[src/irqdc_cfg.svh]
// register offsets, field positions, reset values and timing for the interrupt output stage
// assumes inclusion by irqdc_top.sv; irqdc_pkg.sv does not include it
`ifndef IRQDC_CFG_SVH
`define IRQDC_CFG_SVH

// ------------------------------------------------------------
// register map (byte addresses)
// ------------------------------------------------------------
`define IRQDC_PIN_CFG_OFF 8'h54
`define IRQDC_SRC_STS_OFF 8'h58
`define IRQDC_SRC_EN_OFF 8'h5c
`define IRQDC_EVT_STS_OFF 8'h60
`define IRQDC_EVT_MASK_OFF 8'h64

// ------------------------------------------------------------
// interrupt_pin_config fields and reset word, plus the power management event source status bit
// ------------------------------------------------------------
`define IRQDC_DEAS_HI 31
`define IRQDC_DEAS_LO 24
`define IRQDC_RESTART_BIT 14
`define IRQDC_ACTIVE_BIT 13
`define IRQDC_MASTER_BIT 12
`define IRQDC_PIN_EN_BIT 8
`define IRQDC_POL_BIT 4
`define IRQDC_TYPE_BIT 0
`define IRQDC_PME_BIT 17
`define IRQDC_RESET_WORD 32'h0000_0000

// ------------------------------------------------------------
// timing
// ------------------------------------------------------------
`define IRQDC_CLK_HZ 25000000
`define IRQDC_TICK_NS 10000
`define IRQDC_TICK_CYC ((`IRQDC_CLK_HZ / 1000) * `IRQDC_TICK_NS / 1000000)

// own event status bits
`define IRQDC_EVT_RAISE 0
`define IRQDC_EVT_EXPIRE 1

`endif

[src/irqdc_pkg.sv]
// types shared by the interrupt output stage
// assumes irqdc_cfg.svh is on the include path
package irqdc_pkg;
    typedef enum logic [1:0] {
        IRQDC_RESP_OKAY = 2'h0,
        IRQDC_RESP_SLVERR = 2'h2
    } irqdc_resp_t;
endpackage

[src/irqdc_top.sv]
// interrupt output stage: source status/enable, master line, deassertion interval, pin driver
// assumes an axi4-lite master on aclk and a host interrupt input on the far side of irq pin
//
// Functional notes
// RULE1 - 8-bit deassert interval at bits 31:24, units of 10 us
// RULE2 - writing zero stops timing, clears counter, releases pending interrupts at once
// RULE3 - a new non-zero interval governs every later interrupt
// RULE4 - power management event interrupt is never withheld by the interval
// RULE5 - self-clearing restart bit 14 clears counter and starts a fresh interval
// RULE6 - bit 13 reads one during an interval; enabled interrupts then withheld
// RULE7 - bit 12 mirrors master line, ignoring pin enable and interval
// RULE8 - pin enable bit 8 low keeps pin inactive; status bits unaffected
// RULE9 - polarity bit 4: zero active low, one active high, push-pull only
// RULE10 - type bit 0: zero open-drain always active low, one push-pull
// RULE11 - writing one to a source status bit clears it, removing it from master line
// RULE12 - 10 us tick from clock; interval starts when pin returns inactive
`timescale 1ns/10ps
`default_nettype none
`include "irqdc_cfg.svh"

module irqdc_top #(
    parameter int unsigned TICK_CYC = `IRQDC_TICK_CYC,
    parameter int unsigned SRC_W = 32
) (
    input wire logic aclk,
    input wire logic aresetn,
    input wire logic [7:0] s_axi_awaddr,
    input wire logic s_axi_awvalid,
    output logic s_axi_awready,
    input wire logic [31:0] s_axi_wdata,
    input wire logic [3:0] s_axi_wstrb,
    input wire logic s_axi_wvalid,
    output logic s_axi_wready,
    output logic [1:0] s_axi_bresp,
    output logic s_axi_bvalid,
    input wire logic s_axi_bready,
    input wire logic [7:0] s_axi_araddr,
    input wire logic s_axi_arvalid,
    output logic s_axi_arready,
    output logic [31:0] s_axi_rdata,
    output logic [1:0] s_axi_rresp,
    output logic s_axi_rvalid,
    input wire logic s_axi_rready,
    input wire logic [SRC_W-1:0] src_event,
    output logic irq_pin_o,
    output logic irq_pin_oe,
    output logic evt_irq
);

    // ------------------------------------------------------------
    // bus slave
    // ------------------------------------------------------------
    logic aw_held_q;
    logic [7:0] aw_addr_q;
    logic w_held_q;
    logic [31:0] w_data_q;
    logic [3:0] w_strb_q;
    logic do_wr;
    logic [31:0] wmask;

    assign s_axi_awready = !aw_held_q && !s_axi_bvalid;
    assign s_axi_wready = !w_held_q && !s_axi_bvalid;
    assign s_axi_arready = !s_axi_rvalid;
    assign do_wr = aw_held_q && w_held_q && !s_axi_bvalid;
    assign wmask = {{8{w_strb_q[3]}}, {8{w_strb_q[2]}}, {8{w_strb_q[1]}}, {8{w_strb_q[0]}}};

    function automatic logic known(input logic [7:0] a);
        known = (a == `IRQDC_PIN_CFG_OFF) || (a == `IRQDC_SRC_STS_OFF) ||
                (a == `IRQDC_SRC_EN_OFF) || (a == `IRQDC_EVT_STS_OFF) ||
                (a == `IRQDC_EVT_MASK_OFF);
    endfunction

    always_ff @(posedge aclk) begin
        if (!aresetn) begin
            aw_held_q <= 1'b0;
            aw_addr_q <= 8'h00;
        end else if (s_axi_awvalid && s_axi_awready) begin
            aw_held_q <= 1'b1;
            aw_addr_q <= {s_axi_awaddr[7:2], 2'b00};
        end else if (do_wr) begin
            aw_held_q <= 1'b0;
        end
    end

    always_ff @(posedge aclk) begin
        if (!aresetn) begin
            w_held_q <= 1'b0;
            w_data_q <= 32'h0000_0000;
            w_strb_q <= 4'h0;
        end else if (s_axi_wvalid && s_axi_wready) begin
            w_held_q <= 1'b1;
            w_data_q <= s_axi_wdata;
            w_strb_q <= s_axi_wstrb;
        end else if (do_wr) begin
            w_held_q <= 1'b0;
        end
    end

    always_ff @(posedge aclk) begin
        if (!aresetn) begin
            s_axi_bvalid <= 1'b0;
            s_axi_bresp <= irqdc_pkg::IRQDC_RESP_OKAY;
        end else if (do_wr) begin
            s_axi_bvalid <= 1'b1;
            s_axi_bresp <= known(aw_addr_q) ? irqdc_pkg::IRQDC_RESP_OKAY
                                            : irqdc_pkg::IRQDC_RESP_SLVERR;
        end else if (s_axi_bready) begin
            s_axi_bvalid <= 1'b0;
        end
    end

    // the strobe is an argument so the decode re-evaluates when it moves, not only the address
    function automatic logic hit(input logic en, input logic [7:0] off, input logic [7:0] a);
        hit = en && (a == off);
    endfunction

    logic wr_cfg, wr_sts, wr_en, wr_evt, wr_msk;
    assign wr_cfg = hit(do_wr, `IRQDC_PIN_CFG_OFF, aw_addr_q);
    assign wr_sts = hit(do_wr, `IRQDC_SRC_STS_OFF, aw_addr_q);
    assign wr_en = hit(do_wr, `IRQDC_SRC_EN_OFF, aw_addr_q);
    assign wr_evt = hit(do_wr, `IRQDC_EVT_STS_OFF, aw_addr_q);
    assign wr_msk = hit(do_wr, `IRQDC_EVT_MASK_OFF, aw_addr_q);

    // ------------------------------------------------------------
    // configuration fields
    // ------------------------------------------------------------
    logic [7:0] deassert_interval_q;
    logic pin_en_q;
    logic irq_pin_polarity_q;
    logic push_pull_q;
    logic [SRC_W-1:0] src_en_q;
    logic deas_zero_wr;
    logic deassert_interval_restart;

    always_ff @(posedge aclk) begin
        if (!aresetn) begin
            deassert_interval_q <= 8'h00;
        end else if (wr_cfg && w_strb_q[3]) begin
            deassert_interval_q <= w_data_q[`IRQDC_DEAS_HI:`IRQDC_DEAS_LO]; // RULE1 RULE3
        end
    end

    always_ff @(posedge aclk) begin
        if (!aresetn) begin
            pin_en_q <= 1'b0;
            irq_pin_polarity_q <= 1'b0;
            push_pull_q <= 1'b0;
        end else if (wr_cfg) begin
            if (w_strb_q[1]) begin
                pin_en_q <= w_data_q[`IRQDC_PIN_EN_BIT];
            end
            if (w_strb_q[0]) begin
                irq_pin_polarity_q <= w_data_q[`IRQDC_POL_BIT];
                push_pull_q <= w_data_q[`IRQDC_TYPE_BIT];
            end
        end
    end

    always_ff @(posedge aclk) begin
        if (!aresetn) begin
            src_en_q <= '0;
        end else if (wr_en) begin
            src_en_q <= (src_en_q & ~wmask[SRC_W-1:0]) | (w_data_q[SRC_W-1:0] & wmask[SRC_W-1:0]);
        end
    end

    assign deas_zero_wr = wr_cfg && w_strb_q[3] &&
                          (w_data_q[`IRQDC_DEAS_HI:`IRQDC_DEAS_LO] == 8'h00);
    // restart is a write strobe only, so the bit never holds a one
    assign deassert_interval_restart = wr_cfg && w_strb_q[1] &&
                                       w_data_q[`IRQDC_RESTART_BIT];

    // ------------------------------------------------------------
    // source status and master line
    // ------------------------------------------------------------
    logic [SRC_W-1:0] interrupt_source_status_q;
    logic [SRC_W-1:0] pend;
    logic master_line;
    logic pme_line;
    logic other_line;

    always_ff @(posedge aclk) begin
        if (!aresetn) begin
            interrupt_source_status_q <= '0;
        end else begin
            // a new event wins over a same-cycle acknowledge
            interrupt_source_status_q <= (interrupt_source_status_q &
                ~(wr_sts ? (w_data_q[SRC_W-1:0] & wmask[SRC_W-1:0]) : '0)) | src_event; // RULE11
        end
    end

    assign pend = interrupt_source_status_q & src_en_q;
    assign master_line = |pend; // RULE7
    assign pme_line = pend[`IRQDC_PME_BIT];
    assign other_line = |(pend & ~(SRC_W'(1) << `IRQDC_PME_BIT));

    // ------------------------------------------------------------
    // deassertion interval timer
    // ------------------------------------------------------------
    localparam int unsigned TW = $clog2(TICK_CYC + 1);
    logic [TW-1:0] tick_cnt_q;
    logic tick;
    logic [7:0] units_q;
    logic deassert_interval_active_q;
    logic pin_act_q;
    logic pin_act_d;
    logic pin_fall;

    always_ff @(posedge aclk) begin
        if (!aresetn || !deassert_interval_active_q || deassert_interval_restart) begin
            tick_cnt_q <= '0;
        end else if (tick_cnt_q == TW'(TICK_CYC - 1)) begin
            tick_cnt_q <= '0;
        end else begin
            tick_cnt_q <= tick_cnt_q + 1'b1;
        end
    end
    assign tick = deassert_interval_active_q && (tick_cnt_q == TW'(TICK_CYC - 1)); // RULE12

    assign pin_fall = pin_act_q && !pin_act_d;

    always_ff @(posedge aclk) begin
        if (!aresetn || deas_zero_wr) begin
            deassert_interval_active_q <= 1'b0; // RULE2
            units_q <= 8'h00;
        end else if (deassert_interval_q != 8'h00 &&
                     (deassert_interval_restart || pin_fall)) begin
            deassert_interval_active_q <= 1'b1; // RULE5 RULE12
            units_q <= 8'h00;
        end else if (tick) begin
            if (units_q + 8'h01 >= deassert_interval_q) begin
                deassert_interval_active_q <= 1'b0;
                units_q <= 8'h00;
            end else begin
                units_q <= units_q + 8'h01;
            end
        end
    end

    // ------------------------------------------------------------
    // pin driver
    // ------------------------------------------------------------
    always_comb begin
        pin_act_d = pin_en_q && (pme_line || // RULE4 RULE8
                    (other_line && !deassert_interval_active_q)); // RULE6
    end

    always_ff @(posedge aclk) begin
        if (!aresetn) begin
            pin_act_q <= 1'b0;
            irq_pin_o <= 1'b0;
            irq_pin_oe <= 1'b0;
        end else begin
            pin_act_q <= pin_act_d;
            if (push_pull_q) begin
                irq_pin_o <= pin_act_d ~^ irq_pin_polarity_q; // RULE9
                irq_pin_oe <= 1'b1;
            end else begin
                irq_pin_o <= 1'b0; // RULE10
                irq_pin_oe <= pin_act_d;
            end
        end
    end

    // ------------------------------------------------------------
    // own events: pin raised, interval expired
    // ------------------------------------------------------------
    logic [1:0] evt_sts_q;
    logic [1:0] evt_msk_q;
    logic [1:0] evt_set;
    assign evt_set = {tick && (units_q + 8'h01 >= deassert_interval_q), pin_act_d && !pin_act_q};

    always_ff @(posedge aclk) begin
        if (!aresetn) begin
            evt_sts_q <= 2'h0;
        end else begin
            evt_sts_q <= (evt_sts_q & ~(wr_evt ? w_data_q[1:0] : 2'h0)) | evt_set;
        end
    end

    always_ff @(posedge aclk) begin
        if (!aresetn) begin
            evt_msk_q <= 2'h0;
        end else if (wr_msk && w_strb_q[0]) begin
            evt_msk_q <= w_data_q[1:0];
        end
    end
    assign evt_irq = |(evt_sts_q & evt_msk_q);

    // ------------------------------------------------------------
    // read path
    // ------------------------------------------------------------
    logic [31:0] cfg_word;
    always_comb begin
        cfg_word = `IRQDC_RESET_WORD;
        cfg_word[`IRQDC_DEAS_HI:`IRQDC_DEAS_LO] = deassert_interval_q;
        cfg_word[`IRQDC_ACTIVE_BIT] = deassert_interval_active_q;
        cfg_word[`IRQDC_MASTER_BIT] = master_line;
        cfg_word[`IRQDC_PIN_EN_BIT] = pin_en_q;
        cfg_word[`IRQDC_POL_BIT] = irq_pin_polarity_q;
        cfg_word[`IRQDC_TYPE_BIT] = push_pull_q;
    end

    always_ff @(posedge aclk) begin
        if (!aresetn) begin
            s_axi_rvalid <= 1'b0;
            s_axi_rdata <= 32'h0000_0000;
            s_axi_rresp <= irqdc_pkg::IRQDC_RESP_OKAY;
        end else if (s_axi_arvalid && s_axi_arready) begin
            s_axi_rvalid <= 1'b1;
            s_axi_rresp <= irqdc_pkg::IRQDC_RESP_OKAY;
            case ({s_axi_araddr[7:2], 2'b00})
                `IRQDC_PIN_CFG_OFF: s_axi_rdata <= cfg_word;
                `IRQDC_SRC_STS_OFF: s_axi_rdata <= 32'(interrupt_source_status_q);
                `IRQDC_SRC_EN_OFF: s_axi_rdata <= 32'(src_en_q);
                `IRQDC_EVT_STS_OFF: s_axi_rdata <= {30'h0, evt_sts_q};
                `IRQDC_EVT_MASK_OFF: s_axi_rdata <= {30'h0, evt_msk_q};
                default: begin
                    s_axi_rdata <= 32'h0000_0000;
                    s_axi_rresp <= irqdc_pkg::IRQDC_RESP_SLVERR;
                end
            endcase
        end else if (s_axi_rready) begin
            s_axi_rvalid <= 1'b0;
        end
    end

endmodule // irqdc_top
`default_nettype wire

[config.mk]
export PLATFORM = sky130hd
export DESIGN_NAME = irqdc_top
export DESIGN_NICKNAME = d
export VERILOG_FILES = /design/src/irqdc_pkg.sv /design/src/irqdc_top.sv
export VERILOG_INCLUDE_DIRS = /design/src
export SDC_FILE = /design/constraint.sdc
export NUM_CORES = 1
export LEC_CHECK = 0
export BUFFER_PORTS_ARGS = -buffer_cell sky130_fd_sc_hd__buf_2
export CAP_MARGIN = 15
export CORE_MARGIN = 2
export CORE_UTILIZATION = 55
export CTS_BUF_LIST = sky130_fd_sc_hd__clkbuf_16
export CTS_CLUSTER_SIZE = 8
export DETAILED_ROUTE_END_ITERATION = 7
export PLACE_DENSITY_LB_ADDON = 0.08
export SYNTH_ARGS = -nofsm -noshare
export SYNTH_HDL_FRONTEND = slang
export SYNTH_SLANG_ARGS = --single-unit
[constraint.sdc]
create_clock -name aclk -period 3.1 [get_ports aclk]
set_input_delay 0.62 -clock aclk [delete_from_list [all_inputs] [get_ports aclk]]
set_output_delay 0.62 -clock aclk [all_outputs]
set_load 0.1 [all_outputs]
==> metrics.sh, run 1 <==
CRITICAL_PATH_BUF_INV_COUNT=1
SYNTH_AREA_SQ_MM=0.00787
WORSTHOLDPATHTYPE='in -> reg'
FRACTION_OF_POST_SYNTHESIS_CELL_AREA_IN_THE_TOP_CELL_TYPE_BY_AREA_PCT=45.5
TRITONCTS.NUM_BUFFERS=17
LATER_PIN_CLOCK_LATENCY_IN_THE_SKEW_REPORT_NS=0.43
NUMBER_OF_INSERTED_DIODES=0
NUM-NETS-FINAL=1119
FIN_WORST_SKEW_NS=0.00819
CTS_HOLD_REPAIR.BUFFERS=0
SEQUENTIAL_CELL_AREA_SQ_MM=0.00358
WORST_PIN_SLEW_NS=0.792
MET3ROUTEDLENGTH_UM=1390
PATH_DELAY_FAMILY='compound AO/OA/AOI/OAI gates'
POWER.DENSITY_CELL_AREA_mW_PER_MM2=538
FIN_CRIT_NS=2.53
ROUTE.TOP_LAYER_USED='met4'
PATH_CELLS='ha_1 > nand3_1 > nor2_1 > xor2_1 > ha_1 > a21o_1 > a21oi_1 > o311a_1 > buf_4 > nand3_1 > a21oi_1'
CRITICAL_PATH.MAX_FANOUT=10
DRT_WL_TOTAL_UM=20100
CTS_TREE='done'
TOP_REG_CELL_SYNTH='sky130_fd_sc_hd__dfxtp_1'
SEQ_AREA_FRAC_SYNTH_PCT=45.5
MULTI_INPUT_COMB_AREA_SQ_MM=0.00399
CTS_BUFFER_DEPTH=2
DESIGN.CORE.AREA_SQ_MM=0.0139
SYNTH_AREA_LEADERS='sky130_fd_sc_hd__dfxtp_1, sky130_fd_sc_hd__a21boi_0, sky130_fd_sc_hd__nand2_1, sky130_fd_sc_hd__a22oi_1, sky130_fd_sc_hd__o21a_1'
INITIAL_CORE_UTIL_PCT=56.5
I_O_PIN_COUNT=135
SETUP_REPAIR_AFTER_GLOBAL_ROUTING_MISSED_ITS_MARGIN='false'
POST-ROUTE-PERIOD-UTIL_PCT=81.5
SETUP_TNS_NS=0
CLOCK_TREE.HTREE_LEVEL_COUNT=4
NUMBER_OF_DISTINCT_LIBRARY_CELLS_AFTER_SYNTHESIS=52
GRT_PASS1_WL_UM=32200
START_KIND='register'
NETLIST.TOP_CELL.BY_AREA='sky130_fd_sc_hd__dfxtp_1'
WL_PER_CELL_UM=16.6
DETAILEDROUTE.FIRSTITERATIONVIOLATIONS=572
REQUIRED_NS=3.45
YOSYSMOSTFREQUENTCELL='sky130_fd_sc_hd__nand2_1'
FILL_CELLS=1261
NETLIST_INSTANCES=913
WORSTSETUPENDPOINTTYPE='register'
DR_TOTAL_VIAS=6813
POWER.STATIC_LEAKAGE_nW=3.51
DIE_AREA_SQ_MM=0.0153
CAP_VIOL_MAX_COUNT=0
ROW_COUNT=43
FINALHOLDVIOLATIONS=0
LONGEST_INDIVIDUAL_STAGE_DELAY_ON_THE_WORST_PATH_NS=0.41
CRIT_ARRIVAL_NS=2.87
DIE_WIDTH_UM=124
SYNTHESIS.AREA_PER_INSTANCE_SQ_UM=8.62
ROOT_BUFFER='sky130_fd_sc_hd__clkbuf_16'
SLOWEST_STAGE='sky130_fd_sc_hd__dfxtp_1'
IO_PORT_BUFS=128
POWER_mW=4.92
HPWL_UM=14400
WORST_SETUP_HOLD_PATH_CLK_SLEW_NS=0.07
FIRST_PASS_ITERS=5
DIE_HEIGHT_UM=124
ANTENNA_LEFT=0
MAX-SLEW-MARGIN-REL_PCT=46.9
GRT_RESOURCE_USAGE_TOTAL_PCT=27.5
VIAS_PER_CELL=5.64
ASYNC_SR_FLOP_FRACTION_PCT=0
POST-CTS-SETUP-BUFFER-COUNT=0
FINALMAXSLEWVIOLATIONS=0
DRT-MET1-WL_UM=9920
COUNT_OF_FLIP_FLOPS_WITH_A_BUILT_IN_ENABLE_AFTER_SYNTHESIS=0
DRT_DRC_VIOLATIONS_LEFT=0
YOSYS-TOP-CELLS-COUNT='sky130_fd_sc_hd__nand2_1, sky130_fd_sc_hd__dfxtp_1, sky130_fd_sc_hd__a21boi_0, sky130_fd_sc_hd__nand3_1, sky130_fd_sc_hd__clkbuf_1'
FIN_UTIL_PCT=65.7
OUTCOME='completed'
YOSYSWARNINGCOUNT=0
SETUP-VIOLATIONS-FINAL=0
PATH_TYPE_OF_THE_WORST_SETUP_PATH='reg -> reg'
VDD_IR_DROP_MAX_V=0.000386
FMAX_GHz=0.396
ANTENNA_VIOLATIONS_BEFORE_REPAIR=0
GLOBALROUTE.TOTALOVERFLOW=0
CTS_SINKS=179
ROUTED-WL-MET2_UM=8430
GRT_PASS1_VIAS=6243
GPL.FINAL_WEIGHTED_CONGESTION=0.870
GRT_MAX_DEGREE=92
DRIVE_GT1_SHARE_PCT=17.9
YS_FF_LATCH=179
RELATIVE_AREA_CHANGE_FROM_SYNTHESIS_TO_FINAL_LAYOUT_PCT=16.3
CTS-RESIZED-GATES=0
==> cells in the final DEF, fill, tap and decap left out, types with 5 or more instances in the layout <==
cell | netlist | layout
sky130_fd_sc_hd__a21oi_1 | 12 | 12
sky130_fd_sc_hd__a21boi_0 | 107 | 107
sky130_fd_sc_hd__a22oi_1 | 42 | 42
sky130_fd_sc_hd__xor2_1 | 6 | 6
sky130_fd_sc_hd__clkbuf_16 | 0 | 17
sky130_fd_sc_hd__nor2_1 | 25 | 24
sky130_fd_sc_hd__mux2_2 | 5 | 5
sky130_fd_sc_hd__xnor2_1 | 7 | 7
sky130_fd_sc_hd__o21a_1 | 35 | 35
sky130_fd_sc_hd__buf_4 | 3 | 13
sky130_fd_sc_hd__dfxtp_1 | 179 | 179
sky130_fd_sc_hd__nand3_1 | 50 | 50
sky130_fd_sc_hd__o21ai_0 | 41 | 41
sky130_fd_sc_hd__buf_2 | 5 | 127
sky130_fd_sc_hd__nand2_1 | 193 | 193
sky130_fd_sc_hd__nor2b_1 | 15 | 15
sky130_fd_sc_hd__mux2i_1 | 12 | 12
sky130_fd_sc_hd__ha_1 | 11 | 11
sky130_fd_sc_hd__clkinvlp_4 | 0 | 5
sky130_fd_sc_hd__and2_1 | 39 | 39
sky130_fd_sc_hd__nor4_1 | 5 | 5
sky130_fd_sc_hd__inv_1 | 14 | 15
==> metal layers <==
| metal | up-vias | global-route usage [%] |
|---|---|---|
| li1 | 3380 | - |
| met4 | 0 | 9.30 |
| met1 | 3155 | 42.1 |
| met2 | 254 | 38.8 |
| met3 | 24 | 4.99 |
| met5 | - | 0 |
==> worst paths after layout <==
| kind | from | end | slack [ns] | cells past startpoint |
|---|---|---|---|---|
| worst min register to register | s_axi_bresp[1] | s_axi_bresp[1] | 0.47 | 2 |
| worst max-delay path | units_q[0] | units_q[6] | 0.57 | 11 |
| worst min-delay path | src_event[17] | interrupt_source_status_q[17] | 0.39 | 2 |
| worst max register to register | units_q[0] | units_q[6] | 0.57 | 11 |
==> stage by stage <==
| stage | setup slack, ns | cell area, sq um | cells | hold slack, ns |
|---|---|---|---|---|
| global placement | 0.588 | 8580 | 1178 | 0.448 |
| finish | 0.573 | 9150 | 1209 | 0.392 |
| global route | 0.315 | 9150 | 1209 | 0.389 |
| CTS | 0.569 | 9150 | 1209 | 0.384 |
| detailed placement | 0.563 | 8580 | 1178 | 0.458 |
| floorplan | 0.0251 | 7880 | 914 | 0.433 |
==> cells by family after synthesis <==
| logic type | Yosys count | synth area share (%) |
|---|---|---|
| DFF | 179 | 45.5 |
| adders and majority gates | 11 | 1.75 |
| muxes | 17 | 2.24 |
| and+or+nand+nor | 359 | 21.4 |
| other | 1 | 0.0477 |
| xor gates and xnor gates | 13 | 1.45 |
| buffers and inverters | 70 | 3.85 |
| AOI/OAI and AO/OA | 263 | 23.7 |
==> report_power, final <==
group	switching (mW)	leakage, nW	total [mW]	internal (mW)
Sequential	0.0941	1.46	2.47	2.37
Combinational	0.237	1.79	0.378	0.141
Clock	0.898	0.264	2.07	1.18
Total	1.23	3.51	4.92	3.69
==> cell type report <==
cell class,instances,area share (%)
sequential,179,39.2
clock inverter,14,1.53
timing repair buffer,140,8.01
tap,180,2.46
clock buffer,17,4.65
multi-input combinational,665,43.6
inverter,14,0.574
Power figures use the tool's default switching activity.
==> inputs of run 2 (changes only) <==
--- a/config.mk
+++ b/config.mk
@@ -9,7 +9,7 @@
 export BUFFER_PORTS_ARGS = -buffer_cell sky130_fd_sc_hd__buf_2
 export CAP_MARGIN = 15
 export CORE_MARGIN = 2
-export CORE_UTILIZATION = 55
+export CORE_UTILIZATION = 51
 export CTS_BUF_LIST = sky130_fd_sc_hd__clkbuf_16
 export CTS_CLUSTER_SIZE = 8
 export DETAILED_ROUTE_END_ITERATION = 7
==> constraint.sdc (replaced) <==
create_clock -name aclk -period 2.2 [get_ports aclk]
set_input_delay 0.44 -clock aclk [delete_from_list [all_inputs] [get_ports aclk]]
set_output_delay 0.44 -clock aclk [all_outputs]
set_load 0.1 [all_outputs]
==> metrics.sh, run 2 (same netlist as run 1, synthesis figures left out) <==
FILL_CELLS=1363  # was 1261
RR_ENDPOINT='deassert_interval_active_q'  # was units_q[6]
ROUTE.TOP_LAYER_USED='met4'  # unchanged
POWER.SHARE.SEQUENTIAL_PCT=50.4  # was 50.2%
I_O_PIN_COUNT=135  # unchanged
DRT_DRC_VIOLATIONS_LEFT=0  # unchanged
DIE_AREA_SQ_MM=0.0164  # was 0.0153 sq mm
NUMBER_OF_INSERTED_DIODES=0  # unchanged
CLOCK_TREE.HTREE_LEVEL_COUNT=4  # unchanged
TRITONCTS.NUM_BUFFERS=17  # unchanged
WL_PER_CELL_UM=16.7  # was 16.6 um
VDD_IR_DROP_MAX_V=0.000553  # was 0.000386 V
DRT_WL_TOTAL_UM=21100  # was 20100 um
DESIGN.CORE.AREA_SQ_MM=0.0151  # was 0.0139 sq mm
GRT_PASS1_VIAS=6224  # was 6243
HPWL_UM=15200  # was 14400 um
ROOT_BUFFER='sky130_fd_sc_hd__clkbuf_16'  # unchanged
SETUP_TNS_NS=-0.108  # was 0 ns
REQUIRED_NS=2.56  # was 3.45 ns
MIN_FROM='src_event[20]'  # was src_event[17]
SETUP-VIOLATIONS-FINAL=4  # was 0
WORST-R2R-CELL-COUNT=12  # was 11
P_SW_SHARE_PCT=25.6  # was 25.0%
NUM-NETS-FINAL=1164  # was 1119
CTS_TREE='done'  # unchanged
CRITICAL_PATH.MAX_FANOUT=4  # was 10
PATH_TYPE_OF_THE_WORST_SETUP_PATH='reg -> reg'  # unchanged
IO_PORT_BUFS=128  # unchanged
DIE_WIDTH_UM=128  # was 124 um
POST_ROUTE_SETUP_SLACK_NS=-0.0405  # was 0.573 ns
WORST_PIN_SLEW_NS=0.692  # was 0.792 ns
DRIVE_GT1_SHARE_PCT=23.3  # was 17.9%
WORST-R2R-SETUP-SLACK_NS=-0.04  # was 0.57 ns
LATER_PIN_CLOCK_LATENCY_IN_THE_SKEW_REPORT_NS=0.43  # about the same
MET3ROUTEDLENGTH_UM=1350  # was 1390 um
START_KIND='register'  # unchanged
FINALHOLDVIOLATIONS=0  # unchanged
STDCELL_COUNT=1263  # was 1209
FINAL_CELL_MIX='sky130_fd_sc_hd__nand2_1, sky130_fd_sc_hd__dfxtp_1, sky130_fd_sc_hd__buf_2'  # unchanged
POWER.STATIC_LEAKAGE_nW=3.77  # was 3.51 nW
GLOBALROUTE.TOTALOVERFLOW=0  # unchanged
DR_TOTAL_VIAS=6920  # was 6813
POWER.DENSITY_CELL_AREA_mW_PER_MM2=713  # was 538 mW/mm^2
OUTCOME='finished, violations left'  # was completed
CP-STARTPOINT='units_q[0]'  # unchanged
WORSTSETUPENDPOINTTYPE='register'  # unchanged
DETAILEDROUTE.FIRSTITERATIONVIOLATIONS=614  # was 572
GPL.FINAL_WEIGHTED_CONGESTION=0.864  # was 0.870
CTS_HOLD_REPAIR.BUFFERS=0  # unchanged
GRT_PASS1_WL_UM=33400  # was 32200 um
VIAS_PER_CELL=5.48  # was 5.64
MIN_DELAY_WORST_ENDPOINT='interrupt_source_status_q[20]'  # was interrupt_source_status_q[17]
SETUP_REPAIR_AFTER_GLOBAL_ROUTING_MISSED_ITS_MARGIN='true'  # was false
DRT-MET1-WL_UM=10600  # was 9920 um
CTS_SINKS=179  # unchanged
ANTENNA_VIOLATIONS_BEFORE_REPAIR=0  # unchanged
FIRST_PASS_ITERS=7  # was 5
NUMBER_OF_CELLS_AFTER_DETAILED_PLACEMENT=1221  # was 1178
FMAX_GHz=0.446  # was 0.396 GHz
POWER.COMBINATIONAL.FRACTION_PCT=8.4  # was 7.7%
FAILING_CHECKS='negative setup slack'
HOLD_DEPTH=2  # unchanged
RELATIVE_AREA_CHANGE_FROM_SYNTHESIS_TO_FINAL_LAYOUT_PCT=22.5  # was 16.3%
CTS_BUFFER_DEPTH=2  # unchanged
P_CLK_SHARE_PCT=41.2  # was 42.1%
CRIT_ARRIVAL_NS=2.60  # was 2.87 ns
GRT_MAX_DEGREE=159  # was 92
WORST_SETUP_HOLD_PATH_CLK_SLEW_NS=0.07  # about the same
INITIAL_CORE_UTIL_PCT=52.0  # was 56.5%
MAX-SLEW-MARGIN-REL_PCT=53.6  # was 46.9%
FIN_WORST_SKEW_NS=0.0101  # was 0.00819 ns
FIN_CRIT_NS=2.24  # was 2.53 ns
LAYOUT_COMMONEST_CELL='sky130_fd_sc_hd__nand2_1'  # unchanged
CAP_VIOL_MAX_COUNT=0  # unchanged
DIE_HEIGHT_UM=128  # was 124 um
FINALMAXSLEWVIOLATIONS=0  # unchanged
ROW_COUNT=45  # was 43
ANTENNA_LEFT=0  # unchanged
POWER.SWITCHING_mW=1.76  # was 1.23 mW
WORSTHOLDPATHTYPE='in -> reg'  # unchanged
POST-ROUTE-PERIOD-UTIL_PCT=102  # was 81.5%
REG2REG_FROM='units_q[0]'  # unchanged
ROUTED-WL-MET2_UM=8850  # was 8430 um
GRT_RESOURCE_USAGE_TOTAL_PCT=26.3  # was 27.5%
POWER.INTERNAL_mW=5.11  # was 3.69 mW
-- run 2: changes by cell type in the layout (fill, tap and decap cells not counted), moves of 3 or more --
cell | previous run | this run
sky130_fd_sc_hd__dfxtp_1 | 179 | 173
sky130_fd_sc_hd__nor2_1 | 24 | 20
sky130_fd_sc_hd__buf_4 | 13 | 53
sky130_fd_sc_hd__buf_6 | 0 | 4
sky130_fd_sc_hd__dfxtp_2 | 0 | 3
sky130_fd_sc_hd__nor2_4 | 0 | 4
sky130_fd_sc_hd__dfxtp_4 | 0 | 3
-- run 2: power by group through the flow --
stage	clock network (mW)	registers, mW	logic [mW]
detailed placement	0	3.54	0.579
global route	3.01	3.48	0.635
finish	2.83	3.47	0.578
global placement	0	3.54	0.574
CTS	2.86	3.46	0.581
floorplan	0	3.54	0.344
-- run 2: layout make-up --
| cell class | instances | area [sq um] | share of cell area (%) |
|---|---|---|---|
| clock buffers | 17 | 425 | 4.41 |
| inverters | 14 | 56.3 | 0.584 |
| well taps | 188 | 235 | 2.44 |
| repair buffers | 185 | 1100 | 11.4 |
| flip-flops and latches | 179 | 3600 | 37.3 |
| multi-input cells | 665 | 4110 | 42.6 |
| clock inverters | 15 | 118 | 1.22 |
-- run 2: worst max path at each step --
stage                                             to
after floorplan                         evt_sts_q[1]
after global placement                    units_q[5]
after detailed placement                  units_q[6]
after CTS                 deassert_interval_active_q
after global routing                      units_q[2]
final                     deassert_interval_active_q
-- run 2: per-stage QoR --
step	power (mW)	hold WS (ns)	util [%]	setup WS [ns]	cell area, sq um
floorplan	3.88	0.433	-	0.0161	7900
global placement	4.11	0.449	58.7	-0.168	8890
detailed placement	4.12	0.461	58.7	-0.222	8890
CTS	6.91	0.199	63.0	-0.0416	9540
global route	7.12	0.206	63.7	-0.140	9640
finish	6.88	0.216	63.7	-0.0405	9640
-- run 2: timing repair --
action,in CTS,in global routing
resized for setup,10,20
setup buffers,8,2
pin swaps,10,18
endpoints found under the setup margin,10,10
-- run 2: routing by layer --
metal  up-vias  GRT usage [%]
met5         -              0
met4         0           7.37
met3        22           4.47
met2       231           37.7
met1      3190           40.4
li1       3477              -
-- run 2: worst max-delay path, cell delays in order, from the launching register on --
cell and delay [ns]:
sky130_fd_sc_hd__dfxtp_4 0.37, sky130_fd_sc_hd__ha_4 0.15, sky130_fd_sc_hd__nand3_4 0.09, sky130_fd_sc_hd__nor2_4 0.13, sky130_fd_sc_hd__xor2_2 0.20, sky130_fd_sc_hd__ha_4 0.23
sky130_fd_sc_hd__a21o_1 0.16, sky130_fd_sc_hd__a21oi_1 0.12, sky130_fd_sc_hd__o311a_1 0.23, sky130_fd_sc_hd__buf_6 0.14, sky130_fd_sc_hd__a21oi_2 0.05, sky130_fd_sc_hd__and2b_1 0.17
sky130_fd_sc_hd__nor3_2 0.14
